[src/inc/bfd_pkg.sv]
// Purpose: Constants and carriers for the bridge fault and delay status bank
// Assumes: Single clock domain, register port is a plain read strobe
// Notes:   Reserved bits are held at zero by masks below
package bfd_pkg;

    localparam int         ADDR_W = 7;
    localparam int         DATA_W = 16;
    localparam int         CNT_W  = 6;

    localparam logic [6:0] FAULT_ADDR   = 7'h52;
    localparam logic [6:0] BRIDGE1_ADDR = 7'h53;
    localparam logic [6:0] BRIDGE2_ADDR = 7'h54;

    // Field positions
    localparam int DRAIN_OV_LSB   = 0;
    localparam int BRAKE_OV_LSB   = 8;
    localparam int BRIDGE_BRK_BIT = 12;
    localparam int INT_BRK_BIT    = 13;
    localparam int OVERCUR_BIT    = 14;
    localparam int TURN_ON_LSB    = 0;
    localparam int TURN_OFF_LSB   = 8;

    // Implemented bits; everything else reads zero
    localparam logic [15:0] FAULT_MASK = 16'h773F;
    localparam logic [15:0] DELAY_MASK = 16'h3F3F;

    localparam logic [15:0] FAULT_RESET = 16'h0000;
    localparam logic [5:0]  COUNT_RESET = 6'h00;
    localparam logic [15:0] RDATA_RESET = 16'h0000;

    // Weight of one delay count, picoseconds
    localparam int DELAY_LSB_PS = 53300;

    typedef struct packed {
        logic [5:0] drain_ov;
        logic [2:0] brake_ov;
        logic       bridge_supply_brake_flag;
        logic       internal_supply_brake_flag;
        logic       sense_amp_overcurrent_flag;
    } bfd_fault_ev_s;

    typedef struct packed {
        logic       valid;
        logic [5:0] turn_on;
        logic [5:0] turn_off;
    } bfd_delay_meas_s;

    typedef struct packed {
        logic [15:0] fault;
        logic [5:0]  b1_on;
        logic [5:0]  b1_off;
        logic [5:0]  b2_on;
        logic [5:0]  b2_off;
        logic [15:0] rd_data;
        logic        rd_valid;
    } bfd_state_s;

endpackage : bfd_pkg

[src/core/bfd_status_regs.sv]
// Purpose: Latched fault flags and measured switch delay registers
// Assumes: Host read port decoded from the serial frame elsewhere
// Notes:   Read data is registered, valid one cycle after the strobe
`timescale 1ns/1ps
`default_nettype none

module bfd_status_regs (
    input  wire logic                    sys_clk,
    input  wire logic                    resetn,
    input  wire logic                    soft_reset,
    input  wire logic                    restart,
    input  wire bfd_pkg::bfd_fault_ev_s  fault_ev,
    input  wire bfd_pkg::bfd_delay_meas_s bridge1_meas,
    input  wire bfd_pkg::bfd_delay_meas_s bridge2_meas,
    input  wire logic                    rd_en,
    input  wire logic [6:0]              rd_addr,
    output logic [15:0]                  rd_data,
    output logic                         rd_valid
);

    bfd_pkg::bfd_state_s s_reg;
    bfd_pkg::bfd_state_s s_next;
    logic [15:0]         ev_word;
    logic                rd_fault;
    logic [15:0]         b1_word;
    logic [15:0]         b2_word;

    always_comb begin
        ev_word = 16'h0000;
        ev_word[bfd_pkg::DRAIN_OV_LSB +: 6] =
            fault_ev.drain_ov;
        ev_word[bfd_pkg::BRAKE_OV_LSB +: 3] =
            fault_ev.brake_ov;
        ev_word[bfd_pkg::BRIDGE_BRK_BIT] =
            fault_ev.bridge_supply_brake_flag;
        ev_word[bfd_pkg::INT_BRK_BIT] =
            fault_ev.internal_supply_brake_flag;
        ev_word[bfd_pkg::OVERCUR_BIT] =
            fault_ev.sense_amp_overcurrent_flag;
    end

    assign rd_fault = rd_en && (rd_addr == bfd_pkg::FAULT_ADDR);

    always_comb begin
        b1_word = 16'h0000;
        b1_word[bfd_pkg::TURN_ON_LSB +: 6]  = s_reg.b1_on;
        b1_word[bfd_pkg::TURN_OFF_LSB +: 6] = s_reg.b1_off;
        b2_word = 16'h0000;
        b2_word[bfd_pkg::TURN_ON_LSB +: 6]  = s_reg.b2_on;
        b2_word[bfd_pkg::TURN_OFF_LSB +: 6] = s_reg.b2_off;
    end

    always_comb begin
        s_next = s_reg;
        // Set beats the read clear, so an event in the read cycle survives
        if (rd_fault) begin
            s_next.fault = ev_word & bfd_pkg::FAULT_MASK;
        end else begin
            s_next.fault = (s_reg.fault | ev_word)
                & bfd_pkg::FAULT_MASK;
        end
        if (bridge1_meas.valid) begin
            s_next.b1_on  = bridge1_meas.turn_on;
            s_next.b1_off = bridge1_meas.turn_off;
        end
        if (bridge2_meas.valid) begin
            s_next.b2_on  = bridge2_meas.turn_on;
            s_next.b2_off = bridge2_meas.turn_off;
        end
        s_next.rd_valid = rd_en;
        s_next.rd_data  = bfd_pkg::RDATA_RESET;
        if (rd_en) begin
            unique case (rd_addr)
                bfd_pkg::FAULT_ADDR: begin
                    s_next.rd_data = s_reg.fault
                        & bfd_pkg::FAULT_MASK;
                end
                bfd_pkg::BRIDGE1_ADDR: begin
                    s_next.rd_data = b1_word
                        & bfd_pkg::DELAY_MASK;
                end
                bfd_pkg::BRIDGE2_ADDR: begin
                    s_next.rd_data = b2_word
                        & bfd_pkg::DELAY_MASK;
                end
                default: begin
                    s_next.rd_data = bfd_pkg::RDATA_RESET;
                end
            endcase
        end
        // Restart keeps every implemented bit; reserved bits are masked
        if (restart) begin
            s_next.fault = s_next.fault & bfd_pkg::FAULT_MASK;
        end
        // Soft reset outranks events, captures and restart
        if (soft_reset) begin
            s_next.fault  = bfd_pkg::FAULT_RESET;
            s_next.b1_on  = bfd_pkg::COUNT_RESET;
            s_next.b1_off = bfd_pkg::COUNT_RESET;
            s_next.b2_on  = bfd_pkg::COUNT_RESET;
            s_next.b2_off = bfd_pkg::COUNT_RESET;
        end
    end

    always_ff @(posedge sys_clk) begin
        if (!resetn) begin
            s_reg.fault    <= bfd_pkg::FAULT_RESET;
            s_reg.b1_on    <= bfd_pkg::COUNT_RESET;
            s_reg.b1_off   <= bfd_pkg::COUNT_RESET;
            s_reg.b2_on    <= bfd_pkg::COUNT_RESET;
            s_reg.b2_off   <= bfd_pkg::COUNT_RESET;
            s_reg.rd_data  <= bfd_pkg::RDATA_RESET;
            s_reg.rd_valid <= 1'b0;
        end else begin
            s_reg <= s_next;
        end
    end

    assign rd_data  = s_reg.rd_data;
    assign rd_valid = s_reg.rd_valid;
endmodule : bfd_status_regs

`default_nettype wire

[config.mk]
export PLATFORM = sky130hd
export DESIGN_NAME = bfd_status_regs
export DESIGN_NICKNAME = d
export VERILOG_FILES = /design/src/inc/bfd_pkg.sv /design/src/core/bfd_status_regs.sv
export SDC_FILE = /design/constraint.sdc
export NUM_CORES = 1
export LEC_CHECK = 0
export BUFFER_PORTS_ARGS = -buffer_cell sky130_fd_sc_hd__buf_4
export CAP_MARGIN = 20
export CELL_PAD_IN_SITES_DETAIL_PLACEMENT = 1
export CELL_PAD_IN_SITES_GLOBAL_PLACEMENT = 2
export CORE_ASPECT_RATIO = 1.75
export CORE_UTILIZATION = 32
export CTS_CLUSTER_DIAMETER = 50
export DETAILED_ROUTE_END_ITERATION = 10
export PLACE_DENSITY = 0.8
export RECOVER_POWER = 100
export SYNTH_ARGS = -nofsm -noshare
export SYNTH_HDL_FRONTEND = slang
export SYNTH_SLANG_ARGS = --single-unit
[constraint.sdc]
create_clock -name sys_clk -period 3.5 [get_ports sys_clk]
set_input_delay 0.875 -clock sys_clk [delete_from_list [all_inputs] [get_ports sys_clk]]
set_output_delay 0.875 -clock sys_clk [all_outputs]
set_load 0.005 [all_outputs]
# After elaboration in Yosys (flattened, before gate mapping)

Index checks and enable logic that the tools add are counted.

Reductions and logical operators: 4
Bitwise logic cells: 2
Eq/ne operators: 3
Muxes and demuxes: 2

Operator list:

| operator           | number |
|---|---|
| $pmux 15 s3        | 1 |
| $eq 7x7->1 const B | 3 |
| $mux 15            | 1 |
| $or 15x15->15      | 1 |
| $reduce_or 3->1    | 1 |
| $reduce_and 2->1   | 1 |
| $reduce_or 2->1    | 1 |
| $logic_and 1x1->1  | 1 |
| $not 1->1          | 1 |

Input port bits: 50
Output and inout bits: 17
Flip-flop bits (word level): 56

# Logic depth before layout (Yosys ltp)

Gate-level depths: netlist of run 1.

Word-level depth: 3
Depth in mapped cells: 5
Depth with buffers taken out: 3

# Worst setup path before layout of run 1

Ideal clock, no wire load.

Path type: input to register
Start point: input port rd_addr[3]
End point: register s_reg[42] (netlist name)
Arrival: 1.586 ns
Slack: 1.799 ns
Stages: 4
Buffers on the path: 1
Cells stage by stage: and4bb_2 and3_4 buf_6 o21ai_2

Cells in the longest elaborated chain, start to end: 3

RTL lines:

| what                 | line                   | source |
|---|---|---|
| from (decl)          | bfd_status_regs.sv:16  | `input wire logic [6:0] rd_addr,` |
| $eq 7x7->1           | bfd_status_regs.sv:42  | `assign rd_fault = rd_en && (rd_addr == bfd_pkg::FAULT_ADDR);` |
| $logic_and 1x1->1    | bfd_status_regs.sv:42  |  |
| $mux 15              | bfd_status_regs.sv:56  | `if (rd_fault) begin` |
| to (signal assigned) | bfd_status_regs.sv:115 | `s_reg <= s_next;` |
| to (decl)            | bfd_status_regs.sv:21  | `bfd_pkg::bfd_state_s s_reg;` |

No other way between the ends.
A chain may end at the register's enable or synchronous reset.

# Worst setup path in the final report of run 1

Start point: input port rd_addr[3]
End point: register s_reg[54] (netlist name)

Same word-level chain as after synthesis.

==> results.md, run 1 <==
* Period utilization at roughly 62%
* First DRT Iteration DRCs at 30
* Syn Std Cell Area at roughly 2100 sq um
* Max-slew violations at 0
* Placed Cells at between 300 and 400
* Status: completed
* Vias at between 1500 and 2000
* Most numerous cell in the Yosys netlist: dfxtp_1
* GR Util All Layers at 14.04%
* Vert. Die Dim at 109.8 um
* Clock-pin slew of the registers on the worst-case setup and hold paths at about 0.09 ns
* Clock root buffer: clkbuf_8
* CTS tree: yes
* Biggest register: rd_data
* Required @ worst endpoint at between 3 and 4 ns
* Leakage at roughly 0.0011 uW
* Final TNS setup at 0 ns
* Worst VDD drop at 0.1788 mV
* Count of cell types in the netlist at 20
* Clock buffer count from CTS at 5
* Yosys reg bits at 50
* Fill cells at 759
* Grt ovf at 0
* Async SR Flop Fraction at 0%
* CP Data Arrival Time at 2.35 ns
* Worst-Margin Slew at 0.9926 ns
* Post-synth EDFFs at 0
* Cell Count, Final, Fillers Out at 334
* Max reg flops at 13
* Synth warn at 0
* Synthesized area per cell at 10.07 sq um
* Clk_lat worst skew at 0.31 ns
* DR WL/cell at 14.10 um
* Largest fanout on the critical path at 13
* Clock buffer depth at 2
* Die X at between 60 and 70 um
* RSZ-0062 raised after global routing: false
* NumNets Final at 303
* Worst Skew at 0.006910 ns
* Power density over cell area at 433.5 nW/um^2
* H-tree depth at 2
* Final HPWL DP at approximately 3.5 mm
* Achievable Freq at 0.4585 GHz
* Ant diodes at 0
* Initial antenna violation count at 0
* Vias in the first global route at 1492
* Post-CTS setup buffer count at 0
* Clock Sinks at 50
* Top post-synthesis cells by area: dfxtp_1 (47%), mux2i_1 (11%), buf_4 (6.7%)
* Final Hold Viols at 0
* Antenna Nets Post-Route at 0
* First-pass GRT wire length at 7.355 mm
* Number of vias per cell at 4.584
* # rows at 38
* Detailed Route WL at 4.708 mm
* CP Launch Type: input pin
* Synth top area share at 47.11%
* Post-synth top area cell: dfxtp_1
* GPL Wtd Cong at 0.6810
* Seq/Total Area, Yosys at 47.11%
* Number of remaining DRC errors at 0
* # hold bufs at CTS at 0
* Proportion of layout cells with a drive suffix above 1 at 34.25%
* Core Area at 6324 sq um
* Placed cell area at 2496 sq um
* Most used DFF post-synth: dfxtp_1
* Setup-failing EPs final at 0
* Crit end category: flop
* Die area at 6982 sq um
* IO Pins at 67
* Buffers on Ports at 62
* Post-synth top cells: dfxtp_1 (50), nor2_1 (37), nand2_1 (26)
* Pin count of the biggest net entering global routing at 25
* Post-CTS Resized at 0
* Tightest Hold Check Type: reg -> reg
* Area grow syn2layout at 21.14%
* Worst Setup Path Type: in -> reg
* Minimum clock period at 2.181 ns
* Slew headroom at 33.83%
* Max-Cap Viols at 0
* Initial core utilization at 33.60%
* Post-Layout Inst Area at 2574 sq um
* DRT Pass-1 Iters at 4
* Syn Inst Count at 211
## through the flow
stage / util (%) / power [uW] / worst slack [ns] / hold WS, ns
2_1_floorplan: - / 675.8 / 1.799 / 0.4099
3_3_place_gp: 39.47 / 727.6 / 1.342 / 0.4280
3_5_place_dp: 39.47 / 730.4 / 1.321 / 0.4435
4_1_cts: 41.20 / 1129 / 1.622 / 0.4568
5_1_grt: 40.70 / 1166 / 1.197 / 0.4797
6_report: 40.70 / 1116 / 1.319 / 0.4526
## cells in the final DEF, fill, tap and decap left out, drive strengths merged
cell type  instances
a32oi             12
and2               1
and3               1
and4bb             1
buf               47
bufinv             1
clkbuf            21
clkinv             2
conb               3
dfxtp             50
mux2              11
mux2i             24
nand2             26
nand2b             1
nor2              37
nor2b              2
nor3b              2
o21ai             12
## power by group
part	total (uW)	switching, uW	internal, uW
clock	403	193	211
sequential	595	8.91	586
combinational	117	50.4	66.6
## per-layer routing
layer  vias up  global-route usage, %  routed length [um]
met5         -                      0                   0
met4         0                  7.305                  99
met3         7                  2.697                 146
met2        35                  25.76                2502
met1       717                  14.97                1960
li1        772                      -                   -
## cells by family (layout without fill, tap and decap cells)
group / after synthesis / count (layout) / share of synthesized area, %
other cells: 1 / 3 / 0.1765
flops: 50 / 50 / 47.11
mux: 35 / 35 / 18.73
compound gates: 24 / 24 / 9.540
buf+inv: 30 / 71 / 9.835
simple gates: 71 / 71 / 14.61
## path summary, 6_finish.rpt
kind,depth (start not counted),from,end,slack (ns)
max,4,rd_addr[3],s_reg[54]$_SDFF_PP0_,1.32
min,2,s_reg[55]$_SDFF_PP0_,rd_data[14]$_SDFF_PN0_,0.45
min reg2reg,2,s_reg[55]$_SDFF_PP0_,rd_data[14]$_SDFF_PN0_,0.45
max reg2reg,3,s_reg[41]$_SDFF_PP0_,rd_data[0]$_SDFF_PN0_,2.54
## worst max-delay path: stages
cell	delay (ns)
clkbuf_4	0.11
and4bb_1	0.61
and3_1	0.56
o21ai_0	0.19
## final cells by class
class                   instances  area [sq um]  share of cell area [%]
flip-flops and latches         50          1001                   38.89
clock inverters                 3         40.04                   1.556
repair buffers                 63         473.0                   18.38
multi-input cells             133         890.9                   34.61
clock buffers                   5         68.82                   2.674
well taps                      80         100.1                   3.889
No activity file was read; power rests on OpenSTA's default activity.
==> run 2: changes to the inputs <==
--- a/config.mk
+++ b/config.mk
@@ -10,10 +10,10 @@
 export CELL_PAD_IN_SITES_DETAIL_PLACEMENT = 1
 export CELL_PAD_IN_SITES_GLOBAL_PLACEMENT = 2
 export CORE_ASPECT_RATIO = 1.75
-export CORE_UTILIZATION = 32
+export CORE_UTILIZATION = 30
 export CTS_CLUSTER_DIAMETER = 50
 export DETAILED_ROUTE_END_ITERATION = 10
-export PLACE_DENSITY = 0.8
+export PLACE_DENSITY = 0.76
 export RECOVER_POWER = 100
 export SYNTH_ARGS = -nofsm -noshare
 export SYNTH_HDL_FRONTEND = slang
==> constraint.sdc (replaced) <==
create_clock -name sys_clk -period 2.1 [get_ports sys_clk]
set_input_delay 0.525 -clock sys_clk [delete_from_list [all_inputs] [get_ports sys_clk]]
set_output_delay 0.525 -clock sys_clk [all_outputs]
set_load 0.005 [all_outputs]
==> run 2 against run 1 <==
Net effect: sequential share of layout area decreased by 0.50 points; clock skew decreased by 0.0033 ns; first-iteration DRC count decreased by 20%; final cell count increased by 1.2%; routed wire length decreased by 2.4%; design area increased by 1.3%; flip-flop and latch count unchanged; worst setup slack got worse by 0.76 ns; critical path type unchanged; highest routed layer unchanged.
==> results.md, run 2 (synthesis results as in run 1) <==
* Total power at 1964 uW (+76%)
* CTS tree: yes
* First DRT Iteration DRCs at 24 (-20%)
* Vert. Die Dim at 113.3 um (+3.2%)
* Period utilization at about three quarters
* # hold bufs at CTS at 0 (unchanged)
* Fill cells at 803 (+5.8%)
* Initial core utilization at 30.99% (-2.6 points)
* Clock buffer depth at 2 (unchanged)
* Die area at 7436 sq um (+6.5%)
* Die X at 65.62 um (+3.2%)
* RSZ-0062 raised after global routing: false
* CP Launch Type: input pin
* Worst-Margin Slew at 1.146 ns (+0.1536 ns)
* Ant diodes at 0 (unchanged)
* Final Hold Viols at 0 (unchanged)
* Tightest Hold Check Type: in -> reg
* Final Util at 38.03% (-2.7 points)
* Buf+Inv Stages, Crit Path at 2 (+1)
* Area grow syn2layout at 22.73%
* # rows at 40 (+5.3%)
* Commonest non-fill, non-tap cell in the layout: dfxtp_1
* Core Area at 6857 sq um (+8.4%)
* Achievable Freq at around 0.65 GHz
* Leakage at 0.001124 uW (+0.52%)
* Worst VDD drop at 0.3751 mV (+110%)
* Placed Cells at 332 (+1.8%)
* Post-CTS Resized at 0 (unchanged)
* First-pass GRT wire length at 7.610 mm (+3.5%)
* Slew headroom at 23.58% (-10 points)
* Setup-failing EPs final at 0 (unchanged)
* DR WL/cell at 13.59 um (-3.6%)
* Crit end category: flop
* Minimum clock period at 1.544 ns
* Commonest cells after routing, fill and taps aside: dfxtp_1 (50), buf_4 (47), nor2_1 (37)
* Final TNS setup at 0 ns (unchanged)
* Cell Count, Final, Fillers Out at 338 (+1.2%)
* Required @ worst endpoint at 2.23 ns (-1.44 ns)
* Critical path's slowest cell: clkbuf_1
* GR Util All Layers at 13.77% (-0.27 points)
* Initial antenna violation count at 0 (unchanged)
* Worst Setup Path Type: in -> reg
* Clock root buffer: clkbuf_16
* Buffers on Ports at 62 (unchanged)
* Crit path largest cell delay at 0.84 ns (+0.23 ns)
* IO Pins at 67 (unchanged)
* Storage cell area at 1001 sq um (unchanged)
* Pin count of the biggest net entering global routing at 25 (unchanged)
* Vias at 1538 (+0.46%)
* Clk_lat worst skew at 0.28 ns (-0.03 ns)
* Worst Skew at 0.003564 ns (-0.003346 ns)
* Max-slew violations at 0 (unchanged)
* CP Data Arrival Time at 1.67 ns (-0.68 ns)
* Power density over cell area at 753.0 nW/um^2 (+74%)
* Crit-path cells: buf_4, nand2b_1, clkbuf_1, nor2_1
* Grt ovf at 0 (unchanged)
* Final HPWL DP at 3.483 mm (+0.16%)
* Largest fanout on the critical path at 24 (+11)
* Detailed Route WL at 4.593 mm (-2.4%)
* Clock-pin slew of the registers on the worst-case setup and hold paths at 0.06 ns (-0.03 ns)
* NumNets Final at 305 (+0.66%)
* Cell family with most CP delay: buffers and inverters
* Clock buffer count from CTS at 5 (unchanged)
* H-tree depth at 2 (unchanged)
* Max-Cap Viols at 0 (unchanged)
* Antenna Nets Post-Route at 0 (unchanged)
* Status: completed
* Number of vias per cell at 4.550 (-0.73%)
* GPL Wtd Cong at 0.7310 (+7.3%)
* Area of the multi-input gates at 885.9 sq um (-0.56%)
* Clock Sinks at 50 (unchanged)
* Biggest register: rd_data
* Vias in the first global route at 1551 (+4.0%)
* Max reg flops at 13 (unchanged)
* Proportion of layout cells with a drive suffix above 1 at 33.07% (-1.2 points)
* Post-CTS setup buffer count at 0 (unchanged)
* Number of remaining DRC errors at 0 (unchanged)
* DRT Pass-1 Iters at 4 (unchanged)
run 2: final timing paths:
kind                                              start                       to  slack [ns]  cells past startpoint
worst min register to register     s_reg[55]$_SDFF_PP0_   rd_data[14]$_SDFF_PN0_        0.44                      2
worst max register to register  b1_word[1]$_SDFFE_PP0P_    rd_data[1]$_SDFF_PN0_        1.16                      3
worst max-delay path                         soft_reset  b1_word[4]$_SDFFE_PP0P_        0.56                      4
worst min-delay path                        fault_ev[8]     s_reg[43]$_SDFF_PP0_        0.43                      3
run 2: where the power goes:
part	total, uW	internal, uW	switching, uW
Combinational	193	110	82.5
Sequential	994	978	15.0
Clock	777	460	317
Total	1960	1550	414
run 2: worst register-to-register path, cell delays in order (launching register included):
cell and delay (ns):
dfxtp_1 0.31, mux2_2 0.27, a32oi_1 0.18, nor2_1 0.05
run 2: through the flow:
stage	hold slack, ns	instance area, sq um	setup slack (ns)
floorplan	0.4099	2132	0.7493
global placement	0.4281	2516	0.2727
detailed placement	0.4279	2516	0.2670
CTS	0.4283	2655	0.5614
global route	0.4318	2608	0.3616
finish	0.4330	2608	0.5558
run 2: cell type report:
class                           instances  share of cell area (%)
Sequential cell                        50                   38.39
Multi-Input combinational cell        133                   33.97
Timing Repair Buffer                   65                   18.28
Clock buffer                            6                   5.326
Tap cell                               84                   4.031
run 2: routing by layer:
| metal | up-vias | GRT usage (%) | part of all wire (%) |
|---|---|---|---|
| met5 | - | 0 | 0 |
| met4 | 0 | 7.101 | 2.7 |
| met3 | 9 | 3.226 | 3.6 |
| met2 | 38 | 23.57 | 51 |
| met1 | 716 | 15.42 | 42 |
| li1 | 775 | - | - |
